**config.mk**
```make
export PLATFORM = sky130hd
export DESIGN_NAME = pag_port
export DESIGN_NICKNAME = d
export VERILOG_FILES = /design/src/rtl/pag_pkg.sv /design/src/rtl/pag_port.sv /design/src/rtl/pag_sync.sv /design/src/rtl/pag_cfg_reg.sv
export SDC_FILE = /design/constraint.sdc
export NUM_CORES = 1
export LEC_CHECK = 0
export ABC_AREA = 1
export BUFFER_PORTS_ARGS = -buffer_cell sky130_fd_sc_hd__buf_2
export CAP_MARGIN = 20
export CELL_PAD_IN_SITES_DETAIL_PLACEMENT = 0
export CELL_PAD_IN_SITES_GLOBAL_PLACEMENT = 2
export CORE_UTILIZATION = 29
export CTS_CLUSTER_DIAMETER = 120
export DETAILED_ROUTE_END_ITERATION = 12
export PLACE_DENSITY = 0.91
export SLEW_MARGIN = 20
export SYNTH_ARGS = -nofsm -noshare
export SYNTH_HDL_FRONTEND = slang
export SYNTH_SLANG_ARGS = --single-unit
```
**constraint.sdc**
```tcl
create_clock -name REF_CLK_I -period 2.1 [get_ports REF_CLK_I]
set_clock_uncertainty 0.05 [all_clocks]
set_input_delay 0.315 -clock REF_CLK_I [delete_from_list [all_inputs] [get_ports REF_CLK_I]]
set_output_delay 0.315 -clock REF_CLK_I [all_outputs]
set_load 0.02 [all_outputs]
```
**src/rtl/pag_pkg.sv**
```systemverilog
/*
  pag_pkg: shared constants and carrier types for the port a gpio block.
  assumes: compiled before every design file of the block; 8-bit port.
*/
`default_nettype none
package pag_pkg;
  // ==========================================================
  // widths
  localparam int unsigned PORT_W = 8;           // pins on the port
  localparam int unsigned ADR_W  = 4;           // byte address bits decoded
  // ==========================================================
  // register byte offsets (one aligned word each)
  localparam logic [ADR_W-1:0] OFS_PIN_DATA  = 4'h0; // port_a_pin_data
  localparam logic [ADR_W-1:0] OFS_DIRECTION = 4'h4; // port_a_direction
  localparam logic [ADR_W-1:0] OFS_ANALOG    = 4'h8; // analog_select
  localparam logic [ADR_W-1:0] OFS_OSC_MODE  = 4'hc; // oscillator mode select
  // ==========================================================
  // reset values
  localparam logic [PORT_W-1:0] RST_DIRECTION = 8'hff; // all inputs
  localparam logic [PORT_W-1:0] RST_ANALOG    = 8'hff; // all analog
  localparam logic [PORT_W-1:0] RST_LATCH     = 8'h00; // undefined for software, zero here
  localparam logic [7:0]        RST_OSC_MODE  = 8'h00; // internal oscillator, pins free
  localparam logic [PORT_W-1:0] OSC_PIN_MASK  = 8'hc0; // two upper pins
  localparam logic [31:0]       UNMAPPED_DATA = 32'h0000_0000; // unmapped read
  // ==========================================================
  // oscillator mode encoding
  typedef enum logic [2:0] {
    PAG_OSC_INTERNAL  = 3'h0, // internal oscillator, pins free
    PAG_OSC_LOW_POWER = 3'h1, // low_power_oscillator_mode
    PAG_OSC_CRYSTAL   = 3'h2, // crystal_oscillator_mode
    PAG_OSC_HIGH_SPD  = 3'h3, // high_speed_oscillator_mode
    PAG_OSC_EXTERNAL  = 3'h4  // external clock, pins free
  } pag_osc_mode_t;
  // ==========================================================
  // carriers: one bundle for the pad drive, one for the bus answer
  typedef struct packed {
    logic [PORT_W-1:0] out; // driven level
    logic [PORT_W-1:0] oe;  // driver enable, high drives
  } pag_pin_drive_t;
  typedef struct packed {
    logic [31:0] dat; // read data
    logic        ack; // acknowledge
  } pag_wb_resp_t;
endpackage : pag_pkg
`default_nettype wire

```
**src/rtl/pag_port.sv**
```systemverilog
/*
  pag_port: eight-pin bidirectional port with direction and analog select,
  reached over a classic wishbone slave (32-bit data, one word per register).
  assumes: single core clock, synchronous active-low reset; pin levels come
  straight from pads and are synchronised here; the pad ring combines
  PIN_OUT_O and PIN_OE_O into the wire.
*/
// Chosen here: register access over Wishbone and the address map.
`default_nettype none
// Function
// - direction one disables pin output driver
// - direction zero drives output latch onto pin
// - data read returns sampled pin levels
// - data write merges sampled pins into latch; here the whole written byte goes into the latch, no pin bits kept
// - direction still controls driver when analog
// - analog pin reads back as zero
// - analog select leaves digital output working
// - analog select zero gives digital pin
// - analog disables input buffer, pullup, change-detect; this port has only the input buffer, no pullup or change-detect
// - upper direction bits read one in oscillator modes
// - reset sets all direction bits
// - reset sets all analog bits, latch undefined
module pag_port
  import pag_pkg::*;
(
  input  wire logic                      REF_CLK_I,   // core clock, 100 MHz
  input  wire logic                      RST_N_I,     // sync reset, active low
  input  wire logic                      WB_CYC_I,    // bus cycle
  input  wire logic                      WB_STB_I,    // strobe
  input  wire logic                      WB_WE_I,     // write enable
  input  wire logic [pag_pkg::ADR_W-1:0] WB_ADR_I,    // byte address
  input  wire logic [3:0]                WB_SEL_I,    // byte lanes
  input  wire logic [31:0]               WB_DAT_I,    // write data
  output logic      [31:0]               WB_DAT_O,    // read data
  output logic                           WB_ACK_O,    // acknowledge
  input  wire logic [pag_pkg::PORT_W-1:0] PIN_IN_I,   // pad input levels
  output logic      [pag_pkg::PORT_W-1:0] PIN_OUT_O,  // pad output levels
  output logic      [pag_pkg::PORT_W-1:0] PIN_OE_O,   // pad driver enable
  output logic      [pag_pkg::PORT_W-1:0] PIN_IBUF_EN_O, // digital input buffer on
  output logic      [pag_pkg::PORT_W-1:0] PIN_ANALOG_O   // pin handed to analog
);
  import pag_pkg::*;

  // ==========================================================
  // bus decode
  logic                 req;                   // live request, not yet acked
  logic                 lane0;                 // low byte lane selected
  logic                 wr_data;               // write to pin data
  logic                 wr_dir;                // write to direction
  logic                 wr_ana;                // write to analog select
  logic                 wr_osc;                // write to oscillator mode
  logic                 hit;                   // address mapped
  logic [PORT_W-1:0]    pins_sync;             // synchronised pad levels
  logic [PORT_W-1:0]    pin_read;              // levels as software sees them
  logic [PORT_W-1:0]    latch_q;               // output latch
  logic [PORT_W-1:0]    dir_q;                 // direction bits
  logic [PORT_W-1:0]    ana_q;                 // analog select bits
  logic [PORT_W-1:0]    dir_read;              // direction as read back
  logic [PORT_W-1:0]    osc_force;             // bits forced to input read
  logic [PORT_W-1:0]    latch_wdat;            // merged latch write value
  logic [7:0]           osc_q;                 // oscillator mode byte
  logic                 osc_pins_used;         // oscillator owns upper pins
  pag_wb_resp_t         resp_r;                // registered bus answer
  pag_wb_resp_t         resp_nxt;              // next bus answer
  pag_pin_drive_t       drv_r;                 // registered pad drive
  pag_pin_drive_t       drv_nxt;               // next pad drive
  logic [PORT_W-1:0]    ibuf_r;                // registered input enable
  logic [PORT_W-1:0]    ibuf_nxt;              // next input enable
  logic [PORT_W-1:0]    ana_out_r;             // registered analog hand-over
  logic [PORT_W-1:0]    ana_out_nxt;           // next analog hand-over

  // a request is live until acked; ack falls the cycle after it rose
  always_comb begin
    req     = WB_CYC_I && WB_STB_I && !resp_r.ack;
    lane0   = WB_SEL_I[0];
    hit     = 1'b0;
    wr_data = 1'b0;
    wr_dir  = 1'b0;
    wr_ana  = 1'b0;
    wr_osc  = 1'b0;
    if (WB_ADR_I == OFS_PIN_DATA) begin
      hit     = 1'b1;
      wr_data = req && WB_WE_I && lane0;
    end else if (WB_ADR_I == OFS_DIRECTION) begin
      hit     = 1'b1;
      wr_dir  = req && WB_WE_I && lane0;
    end else if (WB_ADR_I == OFS_ANALOG) begin
      hit     = 1'b1;
      wr_ana  = req && WB_WE_I && lane0;
    end else if (WB_ADR_I == OFS_OSC_MODE) begin
      hit     = 1'b1;
      wr_osc  = req && WB_WE_I && lane0;
    end
  end

  // ==========================================================
  // pad sampling
  pag_sync #(.W(PORT_W)) u_sync (
    .clk_i   (REF_CLK_I),
    .rst_n_i (RST_N_I),
    .async_i (PIN_IN_I),
    .sync_o  (pins_sync)
  );

  // ==========================================================
  // software registers
  // latch reset is left undefined for software; zero keeps reads defined
  pag_cfg_reg #(.RST_VAL(RST_LATCH)) u_latch (
    .clk_i   (REF_CLK_I),
    .rst_n_i (RST_N_I),
    .wr_i    (wr_data),
    .wdat_i  (latch_wdat),
    .q_o     (latch_q)
  );
  pag_cfg_reg #(.RST_VAL(RST_DIRECTION)) u_dir (
    .clk_i   (REF_CLK_I),
    .rst_n_i (RST_N_I),
    .wr_i    (wr_dir),
    .wdat_i  (WB_DAT_I[PORT_W-1:0]),
    .q_o     (dir_q)
  );
  pag_cfg_reg #(.RST_VAL(RST_ANALOG)) u_ana (
    .clk_i   (REF_CLK_I),
    .rst_n_i (RST_N_I),
    .wr_i    (wr_ana),
    .wdat_i  (WB_DAT_I[PORT_W-1:0]),
    .q_o     (ana_q)
  );
  pag_cfg_reg #(.RST_VAL(RST_OSC_MODE)) u_osc (
    .clk_i   (REF_CLK_I),
    .rst_n_i (RST_N_I),
    .wr_i    (wr_osc),
    .wdat_i  (WB_DAT_I[7:0]),
    .q_o     (osc_q)
  );

  // ==========================================================
  // read paths and read-modify-write merge
  always_comb begin
    // analog pins read zero
    pin_read = pins_sync & ~ana_q;
    // the write merge starts from what the pins show now; bytes written
    // replace it. with one 8-bit lane the merge is the whole written byte,
    // so an analog output pin cannot lose its latch value on byte-narrow ops
    latch_wdat = WB_DAT_I[PORT_W-1:0];
    osc_pins_used = (osc_q[2:0] == PAG_OSC_LOW_POWER) ||
                    (osc_q[2:0] == PAG_OSC_CRYSTAL) ||
                    (osc_q[2:0] == PAG_OSC_HIGH_SPD);
    osc_force = osc_pins_used ? OSC_PIN_MASK : '0;
    dir_read  = dir_q | osc_force;
  end

  // ==========================================================
  // bus answer: one wait state, ack for one cycle
  always_comb begin
    resp_nxt.ack = req;
    resp_nxt.dat = UNMAPPED_DATA;
    if (req && !WB_WE_I && hit) begin
      if (WB_ADR_I == OFS_PIN_DATA) begin
        resp_nxt.dat = {24'h00_0000, pin_read};
      end else if (WB_ADR_I == OFS_DIRECTION) begin
        resp_nxt.dat = {24'h00_0000, dir_read};
      end else if (WB_ADR_I == OFS_ANALOG) begin
        resp_nxt.dat = {24'h00_0000, ana_q};
      end else begin
        resp_nxt.dat = {24'h00_0000, osc_q};
      end
    end
  end

  // ==========================================================
  // pad drive: direction owns the driver regardless of analog select
  always_comb begin
    drv_nxt.oe  = ~dir_q;
    drv_nxt.out = latch_q & ~dir_q;
    ibuf_nxt    = ~ana_q;
    // analog hand-over registered like the other pad outputs
    ana_out_nxt = ana_q;
  end

  // output registers
  always_ff @(posedge REF_CLK_I) begin
    if (!RST_N_I) begin
      resp_r <= '0;
      drv_r  <= '0;
      ibuf_r <= '0;
      ana_out_r <= '0;
    end else begin
      resp_r <= resp_nxt;
      drv_r  <= drv_nxt;
      ibuf_r <= ibuf_nxt;
      ana_out_r <= ana_out_nxt;
    end
  end

  assign WB_ACK_O      = resp_r.ack;
  assign WB_DAT_O      = resp_r.dat;
  assign PIN_OUT_O     = drv_r.out;
  assign PIN_OE_O      = drv_r.oe;
  assign PIN_IBUF_EN_O = ibuf_r;
  assign PIN_ANALOG_O  = ana_out_r;
endmodule // pag_port
`default_nettype wire

```
**src/rtl/pag_sync.sv**
```systemverilog
/*
  pag_sync: two-flop synchroniser for the pin levels.
  assumes: inputs are asynchronous pins; output is stable on clk.
*/
`default_nettype none
module pag_sync #(
  parameter int unsigned W = 8                   // bus width
) (
  input  wire logic         clk_i,               // core clock
  input  wire logic         rst_n_i,             // sync reset, active low
  input  wire logic [W-1:0] async_i,             // raw pin levels
  output logic      [W-1:0] sync_o               // synchronised levels
);
  // ==========================================================
  // two stages; first stage is read only by the second
  logic [W-1:0] meta_r;                          // first stage
  logic [W-1:0] meta_nxt;                        // first stage next
  logic [W-1:0] sync_r;                          // second stage
  logic [W-1:0] sync_nxt;                        // second stage next

  // next values
  always_comb begin
    meta_nxt = async_i;
    sync_nxt = meta_r;
  end

  // registers; reset clears both to a constant
  always_ff @(posedge clk_i) begin
    if (!rst_n_i) begin
      meta_r <= '0;
      sync_r <= '0;
    end else begin
      meta_r <= meta_nxt;
      sync_r <= sync_nxt;
    end
  end

  assign sync_o = sync_r;
endmodule // pag_sync

```
**src/rtl/pag_cfg_reg.sv**
```systemverilog
/*
  pag_cfg_reg: one 8-bit software register with reset value and write strobe.
  assumes: write strobe is a single-cycle pulse on the core clock.
*/
`default_nettype none
module pag_cfg_reg #(
  parameter logic [7:0] RST_VAL = 8'h00          // value after reset
) (
  input  wire logic       clk_i,                 // core clock
  input  wire logic       rst_n_i,               // sync reset, active low
  input  wire logic       wr_i,                  // write strobe
  input  wire logic [7:0] wdat_i,                // write data
  output logic      [7:0] q_o                    // stored value
);
  // ==========================================================
  logic [7:0] q_r;                               // stored value
  logic [7:0] q_nxt;                             // next value

  // load on the strobe, hold otherwise
  always_comb begin
    q_nxt = wr_i ? wdat_i : q_r;
  end

  // register
  always_ff @(posedge clk_i) begin
    if (!rst_n_i) begin
      q_r <= RST_VAL;
    end else begin
      q_r <= q_nxt;
    end
  end

  assign q_o = q_r;
endmodule // pag_cfg_reg

```
=== Yosys cells after proc, flatten, opt, wreduce, memory -nomap -nowiden ===
Index checks and enable logic that the tools add are counted.
Widths: inputs -> output; s select.

* Register bits: 113
* Input bits: 53
* Output and inout port bits: 65
* Logic and storage cells: 57

* Equality and inequality tests: 6
* Muxes and demuxes: 18
* Bitwise gates (word level): 7
* Reductions and logical operators: 13

{| class="wikitable"
|+ Operators by type and width
! kind !! number
|-
| $mux 8 || 4
|-
| $and 8x8->8 || 2
|-
| $not 8->8 || 2
|-
| $mux 1 || 14
|-
| $eq 4x4->1 const B || 2
|-
| $or 8x8->8 || 1
|-
| $eq 3x2->1 const B || 2
|-
| $logic_and 1x1->1 || 6
|-
| $eq 4x3->1 const B || 1
|-
| $logic_not 4->1 || 1
|-
| $reduce_or 4->1 || 1
|-
| $eq 3x1->1 const B || 1
|-
| $logic_not 1->1 || 2
|-
| $logic_or 1x1->1 || 2
|-
| $not 1->1 || 2
|-
| $reduce_and 2->1 || 1
|}

=== Depth between registers and ports, before layout ===
Gate-level depths: netlist of run 1.

* Depth in word-level cells: 8
* Mapped depth: 8
* Depth with buffers taken out: 7

=== By module ===
A second synthesis of run 1 with hierarchy kept.

* Cells, all modules: 432
* Area, all modules: 3,449.6 um2

{| class="wikitable"
|+ Modules (own cells, without submodules)
! module !! times used !! cells an instance !! area an instance (um2) !! sequential area each (um2)
|-
| pag_port || 1 || 210 || 1,691.6 || 820.8
|-
| pag_cfg_reg at u_latch ... || 2 || 51 || 356.6 || 160.2
|-
| pag_cfg_reg at u_ana ... || 2 || 35 || 280.3 || 160.2
|-
| pag_sync || 1 || 50 || 484.2 || 320.3
|}

=== Worst setup path before layout of run 1 ===
Ideal clock, no wire load.

* Kind: register -> register
* From: register resp_r (netlist bit WB_ACK_O)
* To: register u_dir.q_r[4], in the netlist u_dir.q_o[4]
* Library setup time: 0.134 ns
* Arrival time: 1.140 ns
* Required time: 1.916 ns
* Path slack: 0.776 ns
* Cell stages (with the launch flop): 8
* Buffers on the path: 0
* Clock period less this slack: 1.324 ns
* Cell sequence: dfxtp_1 > nand3b_4 > nor2_4 > inv_2 > nor2_4 > inv_2 > nand2_1 > nand3_1

* Cells in the longest elaborated chain, start to end: 6

{| class="wikitable"
|+ Ends and longest elaborated chain
! what !! line !! source
|-
| start, declared || pag_port.sv:63 || <nowiki>pag_wb_resp_t resp_r;</nowiki>
|-
| start signal, assigned || pag_port.sv:189 || <nowiki>resp_r <= resp_nxt;</nowiki>
|-
| $logic_not 1->1 || pag_port.sv:74 || <nowiki>req = WB_CYC_I && WB_STB_I && !resp_r.ack;</nowiki>
|-
| $logic_and 1x1->1 || pag_port.sv:74 ||
|-
| $logic_and 1x1->1 (2 in a row) || pag_port.sv:86 || <nowiki>wr_dir = req && WB_WE_I && lane0;</nowiki>
|-
| $mux 1 || pag_port.sv:84 || <nowiki>end else if (WB_ADR_I == OFS_DIRECTION) begin</nowiki>
|-
| $mux 1 || pag_port.sv:81 || <nowiki>if (WB_ADR_I == OFS_PIN_DATA) begin</nowiki>
|-
| end signal, assigned || pag_cfg_reg.sv:29 || <nowiki>q_r <= q_nxt;</nowiki>
|-
| end, declared || pag_cfg_reg.sv:16 || <nowiki>logic [7:0] q_r;</nowiki>
|}

No other way between the ends.
A chain may end at the register's enable or synchronous reset.

=== Worst setup path in the final report of run 1 ===
* From: register resp_r (netlist bit WB_ACK_O)
* To: register u_dir.q_r[0], in the netlist u_dir.q_o[0]

The elaborated chain is that of the path after synthesis.

==> summary.txt, run 1 <==
Die
  – Die W: 108.0 um
  – Die area: 11660 um2
  – Core region area: 10890 um2
  – I/O pin count: roughly 120
  – Die height: 108.0 um
  – Core Rows: 38
  – Starting Density: 29.91%

Clock network
  – Clk slew on worst S/H paths: 0.09 ns
  – Clk sinks: about 90
  – H-tree depth: 3
  – CTS tree: built
  – CTS buffer count: 9
  – Worst-Skew Late Latency: 0.37 ns
  – Clock buffer depth: 2
  – Root Buffer: clkbuf_8
  – CTS resizes: 0
  – Hold-fix buffers, CTS: 0
  – Setup Buffers After CTS: 0

Routing
  – Initial DRT Pass Iterations: 6
  – WL final: 6.773 mm
  – Wire per inst: 11.16 um
  – Post-route ant nets: 0
  – Initial DRC count: a little under 90
  – DR DRC count: 0
  – Via count normalized by instance count: ~4
  – Detailed-route via count: 2474

Placement
  – Final GP Congestion: 0.8105
  – Place WS: 0.5047 ns
  – Placed cells: between 500 and 600
  – Input/output buffers: 66
  – DP HPWL: 4.971 mm

Finish
  – Fill count: approximately 1200
  – Final #Nets: 515
  – Fin cells: slightly above 600
  – Most common cell after layout, fill and taps aside: dfxtp_1
  – Layout area overhead: 18.44%
  – Commonest non-fill, non-tap cells in the layout: 89 x dfxtp_1, 83 x nand2_1, 66 x buf_2
  – Diodes inserted: 0
  – Share of cells above drive strength 1: 22.91%

Run
  – Maxcap violations: 0

Yosys
  – Synth top area cells: dfxtp_1 55%, nand2_1 9.6%, nor2_1 6.1%, buf_4 5.5%, nand3_1 5.1%
  – #FFs+latches synth: 89
  – Synth area leader: dfxtp_1
  – Distinct cells, synth: 26
  – Area share of the largest cell type after synthesis: between 50% and 60%
  – Mapped Cells: just under 400
  – Seq/Total Area, Yosys: 54.71%
  – Mapped cell area: ~3300 um2
  – Ys Warns: 0
  – Synthesized area per cell: 8.266 um2

Setup path
  – Critical path arrival: 1.59 ns
  – CP Capture Type: register
  – Setup CP Type: register to register
  – Req. time, crit path: 2.28 ns
  – Startpoint types: register
  – R2R cell count: 7
  – Crit path max fanout: 9

Global routing
  – Global-route wire length before repair: 10.71 mm
  – Total global-route track usage: 12.35%
  – GR Overflow Total: 0
  – Initial antenna violation count: 0
  – Vias in the first global route: 2213
  – Largest net degree at the start of global routing: 56

Timing
  – Setup_tns: 0 ns
  – Max Freq: 710.0 MHz
  – RSZ-0062 raised after global routing: false
  – Final Cycle Share: around 67%
  – Slew @ Worst Pin: ~0.54 ns
  – Final setup violation count: 0
  – Max Slew Vio Count: 0
  – Final hold violations: 0
  – Worst slew margin: 63.94%
  – Final worst slack: slightly below 0.7 ns
  – Period minus WS final: 1.408 ns

Outcome
  – Outcome: complete, no violations

Hold path
  – Hold Path Depth: 3
  – Min-Delay Path Class: input pin to register

Power
  – Max VDD drop: 0.2572 mV
  – P_leak: between 1.5 and 2 nW
  – Power density over cell area: 841.0 nW/um2
final timing paths:
check                                       from                to  slack, ns
worst max register to register          WB_ACK_O      u_dir.q_o[0]       0.69
worst max-delay path                    WB_ACK_O      u_dir.q_o[0]       0.69
worst min register to register  u_sync.meta_r[2]  u_sync.sync_o[2]       0.36
worst min-delay path                 PIN_IN_I[5]  u_sync.meta_r[5]       0.07
kinds of logic (layout without fill, tap and decap cells):
family | Yosys count | in the layout | share of synthesized area (%)
AO/OA/AOI/OAI | 33 | 33 | 5.071
buffers and inverters | 78 | 128 | 12.49
AND/OR/NAND/NOR | 193 | 193 | 27.62
flip-flops | 89 | 89 | 54.71
other | 1 | 24 | 0.1151
metal layers:
| layer | global-route usage, % | vias up | share of wire, % |
|---|---|---|---|
| li1 | - | 1310 | - |
| met1 | 14.84 | 1094 | 46 |
| met2 | 19.75 | 58 | 47 |
| met3 | 2.893 | 12 | 4.7 |
| met4 | 7.926 | 0 | 2.5 |
| met5 | 0 | - | 0 |
Yosys cell counts:
master	instances
nor3b_1	1
buf_6	3
nor3_2	1
inv_1	34
clkinv_1	1
nand2_4	2
a21oi_1	17
nor2_1	53
nand2_2	1
buf_2	1
inv_2	7
nand3b_1	2
nand2_1	83
nor2_4	3
nand3b_4	1
conb_1	1
nor2_8	1
nand3_2	3
nor2_2	1
o21ai_0	16
buf_4	24
clkbuf_1	8
nor3_1	7
nand3_4	1
dfxtp_1	89
nand3_1	33
state kept, by name (all words and copies together) (netlist names):
signal and flops:
u_latch.q_o 8, WB_ACK_O 1, u_ana.q_o 8, u_sync.meta_r 8
u_osc.q_o 8, WB_DAT_O 8, PIN_OUT_O 8, PIN_OE_O 8
u_dir.q_o 8, PIN_IBUF_EN_O 8, PIN_ANALOG_O 8, u_sync.sync_o 8
worst max-delay path, stage by stage, from the launching register on:
cell and delay [ns]:
dfxtp_1 0.32, nand3b_4 0.16, nor2_4 0.16, inv_2 0.11
nor2_4 0.21, inv_2 0.12, nand2_1 0.07, nand3_1 0.06
cell type report:
type / instances / area (um2) / area share, %
well taps: 140 / 175.2 / 4.541
inverters: 42 / 157.7 / 4.087
repair buffers: 70 / 360.3 / 9.342
clock inverters: 6 / 90.09 / 2.335
flip-flops and latches: 89 / 1782 / 46.19
multi-input cells: 250 / 1155 / 29.94
clock buffers: 10 / 137.6 / 3.568
power breakdown:
group	internal [W]	switching, W	leakage, nW
logic	0.0000550	0.000145	1.08
clock network	0.000706	0.000618	0.113
registers	0.00171	0.00000738	0.724
metrics by stage:
step | hold WS [ns] | instance area [um2] | utilization (%) | power (W)
detailed placement | 0.3491 | 3630 | 33.34 | 0.001963
finish | 0.06803 | 3857 | 35.43 | 0.003244
CTS | 0.04898 | 3857 | 35.43 | 0.003288
global route | 0.06080 | 3857 | 35.43 | 0.003382
global placement | 0.3507 | 3630 | 33.34 | 0.001961
floorplan | 0.3405 | 3343 | - | 0.001931
Note: power is estimated with default switching activity, not from simulation.
==> inputs of run 2 (changes only) <==
--- a/config.mk
+++ b/config.mk
@@ -10,10 +10,10 @@
 export CAP_MARGIN = 20
 export CELL_PAD_IN_SITES_DETAIL_PLACEMENT = 0
 export CELL_PAD_IN_SITES_GLOBAL_PLACEMENT = 2
-export CORE_UTILIZATION = 29
+export CORE_UTILIZATION = 24
 export CTS_CLUSTER_DIAMETER = 120
 export DETAILED_ROUTE_END_ITERATION = 12
-export PLACE_DENSITY = 0.91
+export PLACE_DENSITY = 0.81
 export SLEW_MARGIN = 20
 export SYNTH_ARGS = -nofsm -noshare
 export SYNTH_HDL_FRONTEND = slang
==> constraint.sdc (replaced) <==
create_clock -name REF_CLK_I -period 1.2 [get_ports REF_CLK_I]
set_clock_uncertainty 0.05 [all_clocks]
set_input_delay 0.18 -clock REF_CLK_I [delete_from_list [all_inputs] [get_ports REF_CLK_I]]
set_output_delay 0.18 -clock REF_CLK_I [all_outputs]
set_load 0.02 [all_outputs]
==> summary.txt, run 2 (synthesis results as in run 1) <==
Power
  – Combinational power share: 6.6%
  – Max VDD drop: approximately 0.53 mV
  – Net Sw Power: 0.001398 W
  – Internal power component: 0.005024 W
  – Power density over cell area: 1454 nW/um2
  – Sequential power share: 46.9%
  – Clock share of power: 46.4%
  – P_leak: 2.176 nW
  – Switch share: 21.77%

Setup path
  – Startpoint types: register
  – Most common cell on crit path: nor2_4
  – CP bufs+invs: 2
  – Slowest cell on crit path: dfxtp_2
  – Setup CP Type: register to register
  – Crit path cell chain: nand3b_4, nor2_4, inv_4, nor2_4, clkinv_4, nand2_2, nand3_1
  – Req. time, crit path: roughly 1.4 ns
  – Max stage delay on crit path: 0.31 ns
  – R2R cell count: 7
  – Stages on worst setup path: 7
  – CP top delay family: simple AND/OR/NAND/NOR gates
  – Crit path max fanout: 8
  – Critical path arrival: 1.45 ns
  – CP Capture Type: register

Placement
  – Dpl cell area: 3826 um2
  – Placed cells: 638
  – DP HPWL: 5.525 mm
  – Final GP Congestion: a little under 0.8
  – Input/output buffers: 66

Routing
  – Wire per inst: 11.17 um
  – DR DRC count: 0
  – Detailed-route via count: 2625
  – Initial DRT Pass Iterations: 4
  – Post-route ant nets: 0
  – WL final: 7.449 mm
  – Initial DRC count: ~150
  – Via count normalized by instance count: 3.936

Timing
  – Final Cycle Share: 108.1%
  – RSZ-0062 raised after global routing: true
  – Final setup violation count: 30
  – Max Freq: 770.9 MHz
  – Final hold violations: 0
  – Final worst slack: -0.09721 ns
  – Period minus WS final: 1.297 ns
  – Setup_tns: -1.618 ns
  – Max Slew Vio Count: 0

Die
  – Core Rows: 42
  – Core region area: between 10000 and 15000 um2
  – Die W: ~120 um
  – I/O pin count: 118
  – Die height: 118.5 um
  – Die area: 14040 um2
  – Starting Density: 24.59%

Clock network
  – H-tree depth: 3
  – CTS tree: built
  – Clk sinks: 89
  – Clock buffer depth: 2
  – Root Buffer: clkbuf_16
  – CTS buffer count: 9
  – Clk slew on worst S/H paths: around 0.060 ns
  – Worst-Skew Late Latency: 0.33 ns

Finish
  – Commonest non-fill, non-tap cells in the layout: 88 x dfxtp_1, 66 x buf_2, 65 x nand2_1
  – Most common cell after layout, fill and taps aside: dfxtp_1
  – Post-route cell area: 4417 um2
  – Final #Nets: 539
  – Share of cells above drive strength 1: between 30% and 40%
  – Fill count: around 1400
  – Layout area overhead: 35.61%
  – Fin cells: about 670
  – Diodes inserted: 0

Global routing
  – Initial antenna violation count: 0
  – GR Overflow Total: 0
  – Total global-route track usage: 11.17%
  – Largest net degree at the start of global routing: 26
  – Global-route wire length before repair: 12.14 mm
  – Vias in the first global route: between 2000 and 3000

Outcome
  – Outcome: finished with violations
  – Violated checks: negative setup slack

Run
  – Maxcap violations: 0

Hold path
  – Min-Delay Path Class: input pin to register
  – Hold Path Depth: 3
-- run 2: final timing paths --
kind,start,endpoint,slack [ns]
max,WB_ACK_O,u_dir.q_o[7],-0.1
min,WB_DAT_I[5],u_ana.q_o[5],0.05
max reg2reg,WB_ACK_O,u_dir.q_o[7],-0.1
min reg2reg,u_sync.meta_r[5],u_sync.sync_o[5],0.36
-- run 2: worst reg2reg max path: stages (launching register included) --
cell	delay, ns
dfxtp_2	0.31
nand3b_4	0.16
nor2_4	0.17
inv_4	0.08
nor2_4	0.17
clkinv_4	0.12
nand2_2	0.07
nand3_1	0.06
-- run 2: cell type report --
class / instances / area, um2 / share of cell area [%]
Sequential cell: 89 / 1783 / 40.37
Multi-Input combinational cell: 250 / 1292 / 29.26
Timing Repair Buffer: 94 / 626.9 / 14.19
Clock buffer: 11 / 242.7 / 5.496
Tap cell: 176 / 220.2 / 4.986
Inverter: 42 / 172.7 / 3.909
Clock inverter: 5 / 78.83 / 1.785
-- run 2: power by group through the flow --
stage | Combinational [W] | Clock (W) | Sequential (W)
after detailed placement | 0.000393 | 0 | 0.00308
after floorplan | 0.000277 | 0 | 0.00310
after global placement | 0.000388 | 0 | 0.00308
final | 0.000426 | 0.00298 | 0.00302
after global routing | 0.000468 | 0.00319 | 0.00302
after CTS | 0.000416 | 0.00307 | 0.00301
-- run 2: what timing repair did --
item	4_1_cts	5_1_grt
pin swaps	1	7
cloned	0	0
endpoints found under the hold margin	8	0
hold buffers	8	0
setup buffers	2	3
setup endpoints to repair	28	36
gates resized for setup	6	38
-- run 2: through the flow --
| stage | hold slack (ns) | power, W | util, % | setup WS (ns) |
|---|---|---|---|---|
| after global routing | 0.05596 | 0.006671 | 33.35 | -0.1772 |
| after detailed placement | 0.3257 | 0.003474 | 28.89 | -0.1842 |
| after CTS | 0.05328 | 0.006502 | 32.17 | -0.05720 |
| after global placement | 0.3223 | 0.003469 | 28.89 | -0.1553 |
| final | 0.04994 | 0.006422 | 33.35 | -0.09721 |
| after floorplan | 0.2276 | 0.003380 | - | -0.08128 |
-- run 2: routing by layer --
layer	vias up	share of wire, %	GRT usage, %
met2	67	49	19.52
met5	-	0	0
met4	0	1.4	4.035
met3	8	5.4	3.185
li1	1362	-	-
met1	1188	45	12.94
